==> src/design/rdm_pkg.sv <==
// package: register map, field positions, reset values and states of the dma manager
package rdm_pkg;
  localparam logic [6:0]  REG_CSR_MAIN   = 7'h00;
  localparam logic [6:0]  REG_SETUP_LO   = 7'h01;
  localparam logic [6:0]  REG_SETUP_HI   = 7'h02;
  localparam logic [6:0]  REG_FEATURE    = 7'h04;
  localparam logic [6:0]  REG_MODE       = 7'h0F;
  localparam logic [6:0]  REG_TX_BASE_LO = 7'h1E;
  localparam logic [6:0]  REG_TX_BASE_HI = 7'h1F;
  localparam logic [6:0]  REG_RX_BASE_LO = 7'h18;
  localparam logic [6:0]  REG_RX_BASE_HI = 7'h19;
  localparam logic [6:0]  REG_TX_CUR_LO  = 7'h22;
  localparam logic [6:0]  REG_RX_CUR_LO  = 7'h1C;
  localparam logic [6:0]  REG_TX_RX_RING_LENGTH_CODE    = 7'h4C;
  localparam logic [6:0]  REG_RX_RX_RING_LENGTH_CODE    = 7'h4E;
  localparam logic [6:0]  REG_BURST_LIM  = 7'h50;
  localparam logic [6:0]  REG_DMA_REQ    = 7'h60;
  // main control/status, feature and mode bit positions
  localparam int B_SETUP_REQ  = 0;
  localparam int B_RUN        = 1;
  localparam int B_HALT       = 2;
  localparam int B_TX_ACT     = 4;
  localparam int B_RX_ACT     = 5;
  localparam int B_IRQ_EN     = 6;
  localparam int B_IRQ_PEND   = 7;
  localparam int B_SETUP_DONE = 8;
  localparam int B_MEM_ERR    = 11;
  localparam int B_EXT_BURST  = 14;
  localparam int B_TX_DIS     = 0;
  localparam int B_RX_DIS     = 1;
  localparam logic [15:0] BURST_LIM_RST  = 16'h0010;
  localparam logic [15:0] MODE_RST       = 16'h0000;
  localparam logic [15:0] MAIN_RST       = 16'h0004;
  localparam logic [3:0]  SETUP_WORDS    = 4'hC;
  localparam logic [2:0]  SETUP_PER_GRANT = 3'h4;
  localparam logic [23:0] DESC_BYTES     = 24'h000008;
  localparam logic [7:0]  TX_HI_THRESH   = 8'h20;
  localparam logic [7:0]  RX_LO_THRESH   = 8'h10;
  localparam logic [7:0]  RING_LEN_MAX_SETUP = 8'h80;
  localparam logic [1:0]  WAIT_CYCLES    = 2'h2;
  // dma request kinds in the request register
  localparam logic [1:0]  K_DESC  = 2'h1;
  localparam logic [1:0]  K_BURST = 2'h2;
  typedef enum logic [2:0] {
    ST_IDLE  = 3'b000,
    ST_REQ   = 3'b001,
    ST_XFER  = 3'b011,
    ST_REL   = 3'b010,
    ST_APPLY = 3'b110
  } rdm_state_t;
  typedef struct packed {
    logic [23:0] addr;
    logic [1:0]  bsel_n;
    logic        wr;
    logic        rd;
  } rdm_mcyc_t;
endpackage

==> src/design/rdm_top.sv <==
// dma engine and ring buffer manager of the host bus unit
//
// Decided for this implementation: the strobed register port and the register addresses.
`timescale 1ns/100ps
`default_nettype none
module rdm_top
  import rdm_pkg::*;
(
  input  wire logic        clk_sys_i,
  input  wire logic        rst_n_i,
  input  wire logic [6:0]  reg_addr_i,
  input  wire logic [15:0] reg_wdata_i,
  input  wire logic        reg_wr_i,
  input  wire logic        reg_rd_i,
  output logic      [15:0] reg_rdata_o,
  input  wire logic        slv_sel_i,
  output logic             iochrdy_o,
  input  wire logic        bus_grant_i,
  input  wire logic        mem_ack_i,
  input  wire logic [15:0] mem_rdata_i,
  input  wire logic        mem_err_i,
  input  wire logic        tx_transmit_underflow_flag_i,
  input  wire logic        tx_transmit_buffer_error_err_i,
  input  wire logic [7:0]  fifo_level_i,
  output logic             bus_req_o,
  output var rdm_mcyc_t    mcyc_o,
  output logic      [15:0] mem_wdata_o,
  output logic             irq_o
);
  logic [15:0] main_r, setlo_r, sethi_r, feat_r, mode_r, blim_r;
  logic [15:0] txlen_r, rxlen_r, dreq_r;
  logic [23:0] txbase_r, rxbase_r, txcur_r, rxcur_r, txnext_r, rxnext_r;
  logic [15:0] txidx_r, rxidx_r;
  rdm_state_t  st_r;
  logic [3:0]  sw_cnt_r;
  logic [2:0]  grp_cnt_r;
  logic [15:0] xfer_cnt_r;
  logic [23:0] xaddr_r;
  logic        kind_setup_r, dwr_r, dbyte_r;
  logic [1:0]  dkind_r;
  logic [15:0] setup_mem_r [0:11];
  // grant and ack pass a two-flop synchroniser before the sequencer reads them
  logic        grant_q, grant_qq, ack_q, ack_qq;
  logic        halted_seen_r, mode_wr_seen_r;
  logic [1:0]  wait_cnt_r;
  logic        wait_r;
  logic        tx_act_r, rx_act_r;

  // address of the descriptor following ptr in a ring of len entries
  function automatic logic [23:0] ring_next(input logic [23:0] base, input logic [15:0] idx,
                                            input logic [15:0] len, input logic [23:0] ptr);
    ring_next = ((idx + 16'h0001) >= len) ? base : ptr + DESC_BYTES;
  endfunction

  // grant and ack are from outside and pass two flops first
  always_ff @(posedge clk_sys_i) begin
    grant_q  <= bus_grant_i;
    grant_qq <= grant_q;
    ack_q    <= mem_ack_i;
    ack_qq   <= ack_q;
  end
  wire ack_ok = ack_qq;
  wire run_wr   = reg_wr_i && reg_addr_i == REG_CSR_MAIN && reg_wdata_i[B_RUN];
  wire halt_wr  = reg_wr_i && reg_addr_i == REG_CSR_MAIN && reg_wdata_i[B_HALT];
  wire setup_wr = reg_wr_i && reg_addr_i == REG_CSR_MAIN && reg_wdata_i[B_SETUP_REQ];
  wire err_any  = mem_err_i | tx_transmit_underflow_flag_i | tx_transmit_buffer_error_err_i;
  wire applying = st_r == ST_APPLY;

  // burst end: counted limit or fifo threshold
  wire ext_burst = feat_r[B_EXT_BURST];
  wire burst_end = ext_burst ?
                   (dwr_r ? fifo_level_i <= RX_LO_THRESH : fifo_level_i >= TX_HI_THRESH)
                   : (xfer_cnt_r + 16'h0001 >= blim_r);

  // master sequencer
  always_ff @(posedge clk_sys_i) begin
    if (!rst_n_i) begin
      st_r <= ST_IDLE;
      sw_cnt_r <= 4'h0;
      grp_cnt_r <= 3'h0;
      xfer_cnt_r <= 16'h0000;
      xaddr_r <= 24'h000000;
      kind_setup_r <= 1'b0;
      dkind_r <= 2'h0;
      dwr_r <= 1'b0;
      dbyte_r <= 1'b0;
      bus_req_o <= 1'b0;
      mcyc_o <= '0;
    end else begin
      case (st_r)
        ST_IDLE: begin
          if (setup_wr) begin
            kind_setup_r <= 1'b1;
            sw_cnt_r <= 4'h0;
            xaddr_r <= {reg_wdata_i[B_SETUP_REQ] ? sethi_r[7:0] : 8'h00, setlo_r};
            bus_req_o <= 1'b1;
            st_r <= ST_REQ;
          end else if (reg_wr_i && reg_addr_i == REG_DMA_REQ &&
                       (reg_wdata_i[1:0] == K_DESC || reg_wdata_i[1:0] == K_BURST)) begin
            kind_setup_r <= 1'b0;
            dkind_r <= reg_wdata_i[1:0];
            dwr_r <= reg_wdata_i[2];
            dbyte_r <= reg_wdata_i[3];
            xaddr_r <= reg_wdata_i[4] ? rxcur_r : txcur_r;
            bus_req_o <= 1'b1;
            st_r <= ST_REQ;
          end
        end
        ST_REQ: begin
          if (grant_qq) begin
            grp_cnt_r <= 3'h0;
            xfer_cnt_r <= 16'h0000;
            mcyc_o.addr <= xaddr_r;
            mcyc_o.bsel_n <= dbyte_r && !kind_setup_r ? {~xaddr_r[0], xaddr_r[0]} : 2'b00;
            mcyc_o.rd <= kind_setup_r | ~dwr_r;
            mcyc_o.wr <= ~kind_setup_r & dwr_r;
            st_r <= ST_XFER;
          end
        end
        ST_XFER: begin
          if (ack_ok) begin
            xaddr_r <= xaddr_r + 24'h000002;
            mcyc_o.addr <= xaddr_r + 24'h000002;
            xfer_cnt_r <= xfer_cnt_r + 16'h0001;
            if (kind_setup_r) begin
              sw_cnt_r <= sw_cnt_r + 4'h1;
              grp_cnt_r <= grp_cnt_r + 3'h1;
              if (grp_cnt_r + 3'h1 == SETUP_PER_GRANT) begin
                mcyc_o.rd <= 1'b0;
                bus_req_o <= 1'b0;
                st_r <= ST_REL;
              end
            end else if (dkind_r == K_DESC || burst_end) begin
              mcyc_o.rd <= 1'b0;
              mcyc_o.wr <= 1'b0;
              bus_req_o <= 1'b0;
              st_r <= ST_REL;
            end
          end
        end
        ST_REL: begin
          if (!grant_qq) begin
            if (kind_setup_r && sw_cnt_r != SETUP_WORDS) begin
              bus_req_o <= 1'b1;  // next group of four
              st_r <= ST_REQ;
            end else begin
              st_r <= kind_setup_r ? ST_APPLY : ST_IDLE;
            end
          end
        end
        ST_APPLY: st_r <= ST_IDLE;
        default: st_r <= ST_IDLE;
      endcase
    end
  end

  // setup words captured in arrival order
  always_ff @(posedge clk_sys_i) begin
    if (st_r == ST_XFER && ack_ok && kind_setup_r && sw_cnt_r < SETUP_WORDS)
      setup_mem_r[sw_cnt_r] <= mem_rdata_i;
  end

  always_ff @(posedge clk_sys_i) begin
    if (!rst_n_i)
      mem_wdata_o <= 16'h0000;
    else if (reg_wr_i && reg_addr_i == REG_DMA_REQ)
      mem_wdata_o <= {12'h000, reg_wdata_i[15:12]};
  end

  // registers written by software or loaded by setup fetch
  always_ff @(posedge clk_sys_i) begin
    if (!rst_n_i) begin
      setlo_r <= 16'h0000;
      sethi_r <= 16'h0000;
      feat_r <= 16'h0000;
      mode_r <= MODE_RST;
      blim_r <= BURST_LIM_RST;
      txlen_r <= 16'h0001;
      rxlen_r <= 16'h0001;
      txbase_r <= 24'h000000;
      rxbase_r <= 24'h000000;
      dreq_r <= 16'h0000;
    end else if (applying) begin
      mode_r <= setup_mem_r[0];
      rxbase_r <= {setup_mem_r[9][7:0], setup_mem_r[8][15:3], 3'b000};
      txbase_r <= {setup_mem_r[11][7:0], setup_mem_r[10][15:3], 3'b000};
      // ring length is a power-of-two code, capped at 128 entries
      rxlen_r <= (16'h0001 << setup_mem_r[9][15:13]) > {8'h00, RING_LEN_MAX_SETUP} ?
                 {8'h00, RING_LEN_MAX_SETUP} : 16'h0001 << setup_mem_r[9][15:13];
      txlen_r <= (16'h0001 << setup_mem_r[11][15:13]) > {8'h00, RING_LEN_MAX_SETUP} ?
                 {8'h00, RING_LEN_MAX_SETUP} : 16'h0001 << setup_mem_r[11][15:13];
    end else if (reg_wr_i) begin
      case (reg_addr_i)
        REG_SETUP_LO:   setlo_r <= reg_wdata_i;
        REG_SETUP_HI:   sethi_r <= {8'h00, reg_wdata_i[7:0]};
        REG_FEATURE:    feat_r <= reg_wdata_i;
        REG_MODE:       mode_r <= reg_wdata_i;
        REG_BURST_LIM:  blim_r <= reg_wdata_i;
        REG_TX_RX_RING_LENGTH_CODE:    txlen_r <= reg_wdata_i;
        REG_RX_RX_RING_LENGTH_CODE:    rxlen_r <= reg_wdata_i;
        REG_TX_BASE_LO: txbase_r[15:0] <= {reg_wdata_i[15:3], 3'b000};
        REG_TX_BASE_HI: txbase_r[23:16] <= reg_wdata_i[7:0];
        REG_RX_BASE_LO: rxbase_r[15:0] <= {reg_wdata_i[15:3], 3'b000};
        REG_RX_BASE_HI: rxbase_r[23:16] <= reg_wdata_i[7:0];
        REG_DMA_REQ:    dreq_r <= reg_wdata_i;
        default: ;
      endcase
    end
  end

  // halt then mode write then run is a restart
  always_ff @(posedge clk_sys_i) begin
    if (!rst_n_i) begin
      halted_seen_r <= 1'b0;
      mode_wr_seen_r <= 1'b0;
    end else if (halt_wr) begin
      halted_seen_r <= 1'b1;
      mode_wr_seen_r <= 1'b0;
    end else if (run_wr) begin
      halted_seen_r <= 1'b0;
      mode_wr_seen_r <= 1'b0;
    end else if (reg_wr_i && reg_addr_i == REG_MODE && halted_seen_r) begin
      mode_wr_seen_r <= 1'b1;
    end
  end

  // descriptor pointers: any run start reloads bases, which covers restart too
  always_ff @(posedge clk_sys_i) begin
    if (!rst_n_i) begin
      txcur_r <= 24'h000000;
      rxcur_r <= 24'h000000;
      txnext_r <= 24'h000000;
      rxnext_r <= 24'h000000;
      txidx_r <= 16'h0000;
      rxidx_r <= 16'h0000;
    end else if (run_wr) begin
      txcur_r <= txbase_r;
      rxcur_r <= rxbase_r;
      txidx_r <= 16'h0000;
      rxidx_r <= 16'h0000;
      txnext_r <= ring_next(txbase_r, 16'h0000, txlen_r, txbase_r);
      rxnext_r <= ring_next(rxbase_r, 16'h0000, rxlen_r, rxbase_r);
    end else if (reg_wr_i && reg_addr_i == REG_DMA_REQ && reg_wdata_i[5]) begin
      // handing a descriptor back advances that ring
      if (reg_wdata_i[4]) begin
        rxcur_r <= rxnext_r;
        rxidx_r <= (rxidx_r + 16'h0001 >= rxlen_r) ? 16'h0000 : rxidx_r + 16'h0001;
        rxnext_r <= ring_next(rxbase_r, (rxidx_r + 16'h0001 >= rxlen_r) ? 16'h0000 :
                              rxidx_r + 16'h0001, rxlen_r, rxnext_r);
      end else begin
        txcur_r <= txnext_r;
        txidx_r <= (txidx_r + 16'h0001 >= txlen_r) ? 16'h0000 : txidx_r + 16'h0001;
        txnext_r <= ring_next(txbase_r, (txidx_r + 16'h0001 >= txlen_r) ? 16'h0000 :
                              txidx_r + 16'h0001, txlen_r, txnext_r);
      end
    end
  end

  // section activity; memory errors stop both, tx errors stop only tx, each winning over a run in the same cycle
  always_ff @(posedge clk_sys_i) begin
    if (!rst_n_i) begin
      tx_act_r <= 1'b0;
      rx_act_r <= 1'b0;
    end else begin
      if (mem_err_i || tx_transmit_underflow_flag_i || tx_transmit_buffer_error_err_i || halt_wr)
        tx_act_r <= 1'b0;
      else if (run_wr)
        tx_act_r <= ~mode_r[B_TX_DIS];
      if (mem_err_i || halt_wr)
        rx_act_r <= 1'b0;
      else if (run_wr)
        rx_act_r <= ~mode_r[B_RX_DIS];
    end
  end

  // main status: set wins over write-one-to-clear
  always_ff @(posedge clk_sys_i) begin
    if (!rst_n_i) begin
      main_r <= MAIN_RST;
    end else begin
      if (reg_wr_i && reg_addr_i == REG_CSR_MAIN) begin
        main_r[B_IRQ_EN] <= reg_wdata_i[B_IRQ_EN];
        if (reg_wdata_i[B_SETUP_DONE]) main_r[B_SETUP_DONE] <= 1'b0;
        if (reg_wdata_i[B_MEM_ERR]) main_r[B_MEM_ERR] <= 1'b0;
        if (halt_wr) main_r[B_HALT] <= 1'b1;
        else if (run_wr || setup_wr) main_r[B_HALT] <= 1'b0;
      end
      main_r[B_SETUP_REQ] <= setup_wr | (main_r[B_SETUP_REQ] & ~applying);
      if (applying) main_r[B_SETUP_DONE] <= 1'b1;
      if (mem_err_i) main_r[B_MEM_ERR] <= 1'b1;
    end
  end

  always_ff @(posedge clk_sys_i) begin
    if (!rst_n_i)
      irq_o <= 1'b0;
    else
      irq_o <= main_r[B_IRQ_EN] & (main_r[B_SETUP_DONE] | main_r[B_MEM_ERR]);
  end

  // slave wait: ready dropped at once by select, freed on a clock edge
  always_ff @(posedge clk_sys_i) begin
    if (!rst_n_i) begin
      wait_cnt_r <= 2'h0;
      wait_r <= 1'b0;
    end else if (slv_sel_i && !wait_r && wait_cnt_r == 2'h0) begin
      wait_r <= 1'b1;
      wait_cnt_r <= WAIT_CYCLES;
    end else if (wait_cnt_r != 2'h0) begin
      wait_cnt_r <= wait_cnt_r - 2'h1;
    end else if (!slv_sel_i) begin
      wait_r <= 1'b0;
    end
  end
  // the asynchronous pull-down is intended here, so this output is not registered
  assign iochrdy_o = ~((slv_sel_i & ~wait_r) | (wait_r & wait_cnt_r != 2'h0));

  // register read, one cycle later
  always_ff @(posedge clk_sys_i) begin
    if (!rst_n_i) begin
      reg_rdata_o <= 16'h0000;
    end else if (reg_rd_i) begin
      case (reg_addr_i)
        REG_CSR_MAIN: reg_rdata_o <= {main_r[15:8], irq_o, main_r[B_IRQ_EN], rx_act_r,
                                      tx_act_r, main_r[3:0]};
        REG_SETUP_LO:   reg_rdata_o <= setlo_r;
        REG_SETUP_HI:   reg_rdata_o <= sethi_r;
        REG_FEATURE:    reg_rdata_o <= feat_r;
        REG_MODE:       reg_rdata_o <= mode_r;
        REG_BURST_LIM:  reg_rdata_o <= blim_r;
        REG_TX_RX_RING_LENGTH_CODE:    reg_rdata_o <= txlen_r;
        REG_RX_RX_RING_LENGTH_CODE:    reg_rdata_o <= rxlen_r;
        REG_TX_BASE_LO: reg_rdata_o <= txbase_r[15:0];
        REG_TX_BASE_HI: reg_rdata_o <= {8'h00, txbase_r[23:16]};
        REG_RX_BASE_LO: reg_rdata_o <= rxbase_r[15:0];
        REG_RX_BASE_HI: reg_rdata_o <= {8'h00, rxbase_r[23:16]};
        REG_TX_CUR_LO:  reg_rdata_o <= txcur_r[15:0];
        REG_RX_CUR_LO:  reg_rdata_o <= rxcur_r[15:0];
        REG_DMA_REQ:    reg_rdata_o <= {dreq_r[15:3], mode_wr_seen_r, st_r[1:0]};
        default:        reg_rdata_o <= 16'h0000;
      endcase
    end
  end
endmodule
`default_nettype wire

==> config.mk <==
export PLATFORM = sky130hd
export DESIGN_NAME = rdm_top
export DESIGN_NICKNAME = d
export VERILOG_FILES = /design/src/design/rdm_pkg.sv /design/src/design/rdm_top.sv
export SDC_FILE = /design/constraint.sdc
export NUM_CORES = 1
export LEC_CHECK = 0
export ABC_CLOCK_PERIOD_IN_PS = 7100
export BUFFER_PORTS_ARGS = -buffer_cell sky130_fd_sc_hd__buf_4
export CAP_MARGIN = 20
export CORE_MARGIN = 2
export CORE_UTILIZATION = 35
export DETAILED_ROUTE_END_ITERATION = 8
export HOLD_SLACK_MARGIN = 0.1
export SYNTH_ARGS = -nofsm -noshare
export SYNTH_HDL_FRONTEND = slang
export SYNTH_SLANG_ARGS = --single-unit
==> constraint.sdc <==
create_clock -name clk_sys_i -period 7.1 [get_ports clk_sys_i]
set_input_delay 0.71 -clock clk_sys_i [delete_from_list [all_inputs] [get_ports clk_sys_i]]
set_output_delay 0.71 -clock clk_sys_i [all_outputs]
set_load 0.01 [all_outputs]
# == Word level (Yosys, flattened, before mapping) ==
# Memory sizes are Yosys's and may differ from the RTL's.
# Index checks and enable logic that the tools add are counted.
# word_totals
output_inout_bits,63
word_cells,326
input_bits,57
memories,1
reg_bits,411
ram_bits,192
# classes
n_eq_ne,37
bitwise_logic,20
n_mux,104
n_lt_le_gt_ge,12
add_sub_neg,13
shifts,2
n_reduce_logical,86
# mem_list
memory,words,width,rd,rd_ports_with_merged_regs,write_ports,line,source
setup_mem_r,12,16,5,0,1,rdm_top.sv:41,logic [15:0] setup_mem_r [0:11];
# op_table
op,n
$mux W24,24
$mux W16,17
$pmux W16 S15,1
$add A24 B4 Y24 const B,4
$pmux W24 S2,2
$add A16 B1 Y16 const B,5
$ge A16 B16 Y1,5
$reduce_bool A2 Y1,21
$mux W3,13
$eq A7 B5 Y1 const B,5
$reduce_and A2 Y1,17
$ge A1 B16 Y1 const A,2
$gt A16 B8 Y1 const B,2
$pmux W16 S2,1
$shl A1 B3 Y16 const A,2
$mux W1,29
$eq A7 B7 Y1 const B,4
$mux W28,1
$add A24 B2 Y24 const B,1
$mux W8,3
$reduce_and A3 Y1,8
$ne A2 B2 Y1 const B,9
$logic_and A1 B1 Y1,16
$mux W4,3
other kinds (40),79

# == Depth between registers and ports, before layout ==
# depth
depth_word,9
mapped_depth,31
ltp_nobuf,26

# == Least setup slack after synthesis ==
# No wires, ideal clock.
# synth_timing
path_kind,flip-flop to flip-flop
startpoint,reg rxidx_r[0]
endpoint,reg rxnext_r[19]
setup_ns,0.133
t_arrival_ns,6.124
synth_period_minus_slack_ns,6.257
slack_ns,0.843
n_path_buf,4
required_time_ns,6.967
path_stages_with_launch,29
path_cell_list,dfxtp_1 nand2_2 nor3_4 nand4_1 xor2_1 inv_1 ha_1 a21o_1 a21o_1 a221oi_1 o211ai_1 clkbuf_8 clkbuf_1 nor2_1 ha_1 nand3_1 nor4b_2 nand3_1 nor3b_1 mux2i_1 ha_1 nand4_1 nor3_1 nand2_1 o21ai_0 clkbuf_1 clkbuf_1 mux2i_1 o221ai_1
# synth_via
elab_chain_cells,9
# synth_rtl
item,line,source
"start, declared",rdm_top.sv:33,"logic [15:0] txidx_r, rxidx_r;"
"start signal, assigned",rdm_top.sv:247,rxidx_r <= (rxidx_r + 16'h0001 >= rxlen_r) ? 16'h0000 : rxidx_r + 16'h0001;
$add A16 B1 Y16 (*),"rdm_top.sv:248, rdm_top.sv:249",
$ge A16 B16 Y1,rdm_top.sv:248,"rxnext_r <= ring_next(rxbase_r, (rxidx_r + 16'h0001 >= rxlen_r) ? 16'h0000 :"
$mux W16 (*),rdm_top.sv:248,
$add A16 B1 Y16 (*),rdm_top.sv:52,ring_next = ((idx + 16'h0001) >= len) ? base : ptr + DESC_BYTES;
$ge A16 B16 Y1 (*),rdm_top.sv:52,
$mux W24 (*),rdm_top.sv:52,
$mux W24 (*),rdm_top.sv:245,if (reg_wdata_i[4]) begin
$mux W24 (*),rdm_top.sv:243,end else if (reg_wr_i && reg_addr_i == REG_DMA_REQ && reg_wdata_i[5]) begin
$mux W24 (*),rdm_top.sv:236,end else if (run_wr) begin
"end signal, assigned",rdm_top.sv:242,"rxnext_r <= ring_next(rxbase_r, 16'h0000, rxlen_r, rxbase_r);"
"end signal, assigned",rdm_top.sv:248,
"end, declared",rdm_top.sv:32,"logic [23:0] txbase_r, rxbase_r, txcur_r, rxcur_r, txnext_r, rxnext_r;"
# Every way passes the cells marked *; elsewhere a longest branch is shown, timed or not. The select of a mux whose other input is x is not followed.
# A chain may end at the register's enable or synchronous reset.

# == Final worst setup path ==
# layout_timing
startpoint,reg rxidx_r[0]
endpoint,reg rxnext_r[6]
# The elaborated chain is that of the path after synthesis.

==> impl_metrics.csv <==
group,metric,value,unit
global_route,first_global_vias,22700,
power_and_ir_drop,p_clk_share,46.5,%
timing,clock_skew,0.0555,ns
timing,tns,0,ns
synth,yosysMostFrequentCell,"nand2_1",
timing,rsz0062_at_grt,"no",
drt,vias_per_cell,6.03,
clock_network,htree_levels,2,
layout,fillers,7335,
placement,dp_cells,4056,
worst_hold_path,hp-class,"input port to flop",
placement,dp_hpwl,71.7,mm
drt,wire_per_inst,24.4,um
global_route,antenna_found_initial,2,
clock_network,ctsHoldBuffers,0,
die,rows,99,
timing,finalSetupViolCount,0,
layout,layout-drive-gt1-share,9.91,%
clock_network,clk_pin_slew_worst_paths,0.06,ns
power_and_ir_drop,peakVddDrop,201,uV
layout,design_area,29200,um2
die,die_x,276,um
clock_network,clockRootBuffer,"clkbuf_16",
power_and_ir_drop,p_leak,10.5,nW
power_and_ir_drop,switching_share,26.4,%
run_status,outcome,"completed",
synth,synth_top_area_cell,"dfxtp_1",
die,initial_utilization,35.4,%
setup_path,cp-end-kind,"flop",
synth,synth-seq-cells,462,
synth,syn_inst,3187,
die,pin_count,120,
layout,syn2layout_area_growth,13.0,%
synth,synth_commonest_cells,"nand2_1 (464), dfxtp_1 (398), nor2_1 (271)",
synth,synth_area_per_cell,8.10,um2
setup_path,critPathKind,"flop to flop",
power_and_ir_drop,power-per-cell-area,212,nW/um2
timing,max_freq,155,MHz
placement,place.port_buffers,107,
timing,holdWs,0.173,ns
die,die_y,276,um
setup_path,cp_max_fo,17,
die,design.core.area,73000,um2
timing,drv_slew,0,
global_route,grt_max_degree,139,
global_route,grt-ovfl-total,0,
synth,syn_area,25800,um2
global_route,grt_pass1_wl,149,mm
timing,layout_min_cycle_time,6.45,ns
power_and_ir_drop,seq_power_share,44.6,%
power_and_ir_drop,p_switching,0.00163,W
setup_path,start_kind,"flop",
synth,synth-main-ff-cell,"dfxtp_1",
clock_network,cts_buffer_depth,3,
setup_path,critPathRequiredTime,7.59,ns
synth,yosysWarnings,0,
drt,drt_iter0_drc,2873,
layout,seqCellArea,9890,um2
run,maxCapViolations,0,
timing,hold_viol,0,
synth,synth_async_sr_flop_share,0,%
drt,ant_nets,0,
clock_network,cts_tree,"built",
timing,fin_crit_sh,90.9,%
synth,synth_edf_count,64,
placement,dpl_cell_area,27300,um2
drt,firstDrtPassIters,8,
drt,drc,0,
power_and_ir_drop,intPower,0.00454,W
synth,synthTopCellsByArea,"dfxtp_1 (31%), edfxtp_1 (7.4%), nand2_1 (6.7%)",
timing,worstMarginPinSlew,1.18,ns
clock_network,clock-sinks,462,
timing,relSlewSlack,21.2,%
drt,dr_total_vias,25100,
layout,instances_no_fill,4159,
synth,synth.top_cell.area_share,30.9,%
global_route,gr-usage-all-layers,26.0,%
power_and_ir_drop,pwr-share-comb,8.8,%
synth,ys_types,94,
clock_network,clk_latency,0.65,ns
synth,yosysSeqAreaShare,38.3,%
placement,place.gp.congestion,0.967,
setup_path,arrival,6.95,ns
layout,fin_nets,3308,
drt,drt_wl_total,102,mm
clock_network,cts_buffers,53,
die,fp.dieArea,76000,um2
layout,multiInputGateArea,14600,um2
==> routing by layer <==
layer / part of all wire (%) / routed length [um] / global-route usage, %
met5: 0.034 / 35 / 0
met4: 4.6 / 4690 / 11.1
met3: 9.0 / 9120 / 5.20
met2: 44 / 44800 / 40.1
met1: 42 / 43000 / 35.2
==> per-stage QoR <==
stage	util (%)	setup slack [ns]	total power [W]
finish	40.0	0.646	0.00618
global route	40.0	0.00898	0.00636
CTS	39.9	0.494	0.00619
detailed placement	37.5	0.508	0.00335
global placement	37.5	0.572	0.00334
floorplan	-	0.843	0.00311
==> what timing repair did <==
action                                  in CTS  in global routing
gates resized for setup                      0                  1
buffers inserted                             0                  2
endpoints found under the setup margin       0                 24
==> power groups by stage <==
stage	clock (W)	combinational [W]	sequential, W
final	0.00287	0.000546	0.00276
after CTS	0.00290	0.000535	0.00276
after floorplan	0	0.000307	0.00280
after global placement	0	0.000530	0.00281
after detailed placement	0	0.000533	0.00281
after global routing	0.00301	0.000584	0.00276
==> final timing paths <==
kind | depth (start not counted) | end | startpoint | slack (ns)
setup / recovery | 27 | rxnext_r[6] | rxidx_r[0] | 0.65
hold / removal | 1 | grant_q | bus_grant_i | 0.17
setup reg to reg | 27 | rxnext_r[6] | rxidx_r[0] | 0.65
hold reg to reg | 0 | ack_ok | ack_q | 0.33
==> cell usage in the layout (no fill, tap or decap), types with 37 or more instances in the layout <==
| cell type | count |
|---|---|
| nand2_1 | 463 |
| dfxtp_1 | 398 |
| nor2_1 | 268 |
| a21oi_1 | 252 |
| nand3_1 | 180 |
| buf_4 | 167 |
| o21ai_0 | 136 |
| a311oi_1 | 99 |
| ha_1 | 96 |
| inv_1 | 87 |
| and3_1 | 68 |
| mux2i_1 | 67 |
| edfxtp_1 | 64 |
| nor3_1 | 57 |
| xnor2_1 | 55 |
| clkbuf_16 | 53 |
| nand4_1 | 50 |
| a211oi_1 | 45 |
| a22oi_1 | 44 |
| xor2_1 | 40 |
| a31oi_1 | 37 |
==> critical path, stage by stage (launching register included) <==
cell and delay (ns):
dfxtp_1 0.50, ha_1 0.31, nand2_1 0.11, nor2_2 0.25
nand4_1 0.16, xor2_1 0.36, inv_1 0.08, ha_1 0.29
nand4_1 0.09, nor3_1 0.08, a221oi_1 0.30, o211ai_1 0.24
nor2_1 0.19, ha_1 0.20, nand3_1 0.14, nor4b_2 0.42
nand3_1 0.19, nor3b_1 0.25, mux2i_1 0.12, ha_1 0.30
nand4_1 0.12, nor3_1 0.22, nand2_1 0.12, o21ai_4 0.54
buf_4 0.25, and2_1 0.21, nor2_1 0.07, o211a_1 0.20
==> registers in the layout, indices dropped and copies added (netlist names), 8 cells and up <==
name / cells
setup_mem_r: 64
mcyc_o: 28
xaddr_r: 24
rxcur_r: 22
txcur_r: 22
rxbase_r: 21
rxnext_r: 21
txbase_r: 21
txnext_r: 21
blim_r: 16
feat_r: 16
mode_r: 16
reg_rdata_o: 16
rxidx_r: 16
rxlen_r: 16
setlo_r: 16
txidx_r: 16
txlen_r: 16
xfer_cnt_r: 16
dreq_r: 13
sethi_r: 8
==> area by class of cell <==
class	instances	share of cell area [%]
sequential	462	33.9
clock inverter	24	1.17
antenna	1	0.00857
tap	959	4.11
multi-input combinational	2380	50.2
inverter	88	1.16
clock buffer	75	5.00
timing repair buffer	170	4.53
==> cell families (layout without fill, tap and decap cells) <==
family	Yosys count	count (layout)	synth area share, %
multiplexers	79	79	3.12
adder cells (fa/ha/maj)	96	96	4.65
flip-flops	462	462	38.3
AO/OA/AOI/OAI	826	826	21.3
XOR/XNOR	98	98	3.50
other	1	13	0.0145
buffers and inverters	356	357	5.60
AND/OR/NAND/NOR	1269	1269	23.5
Power figures use the tool's default switching activity.
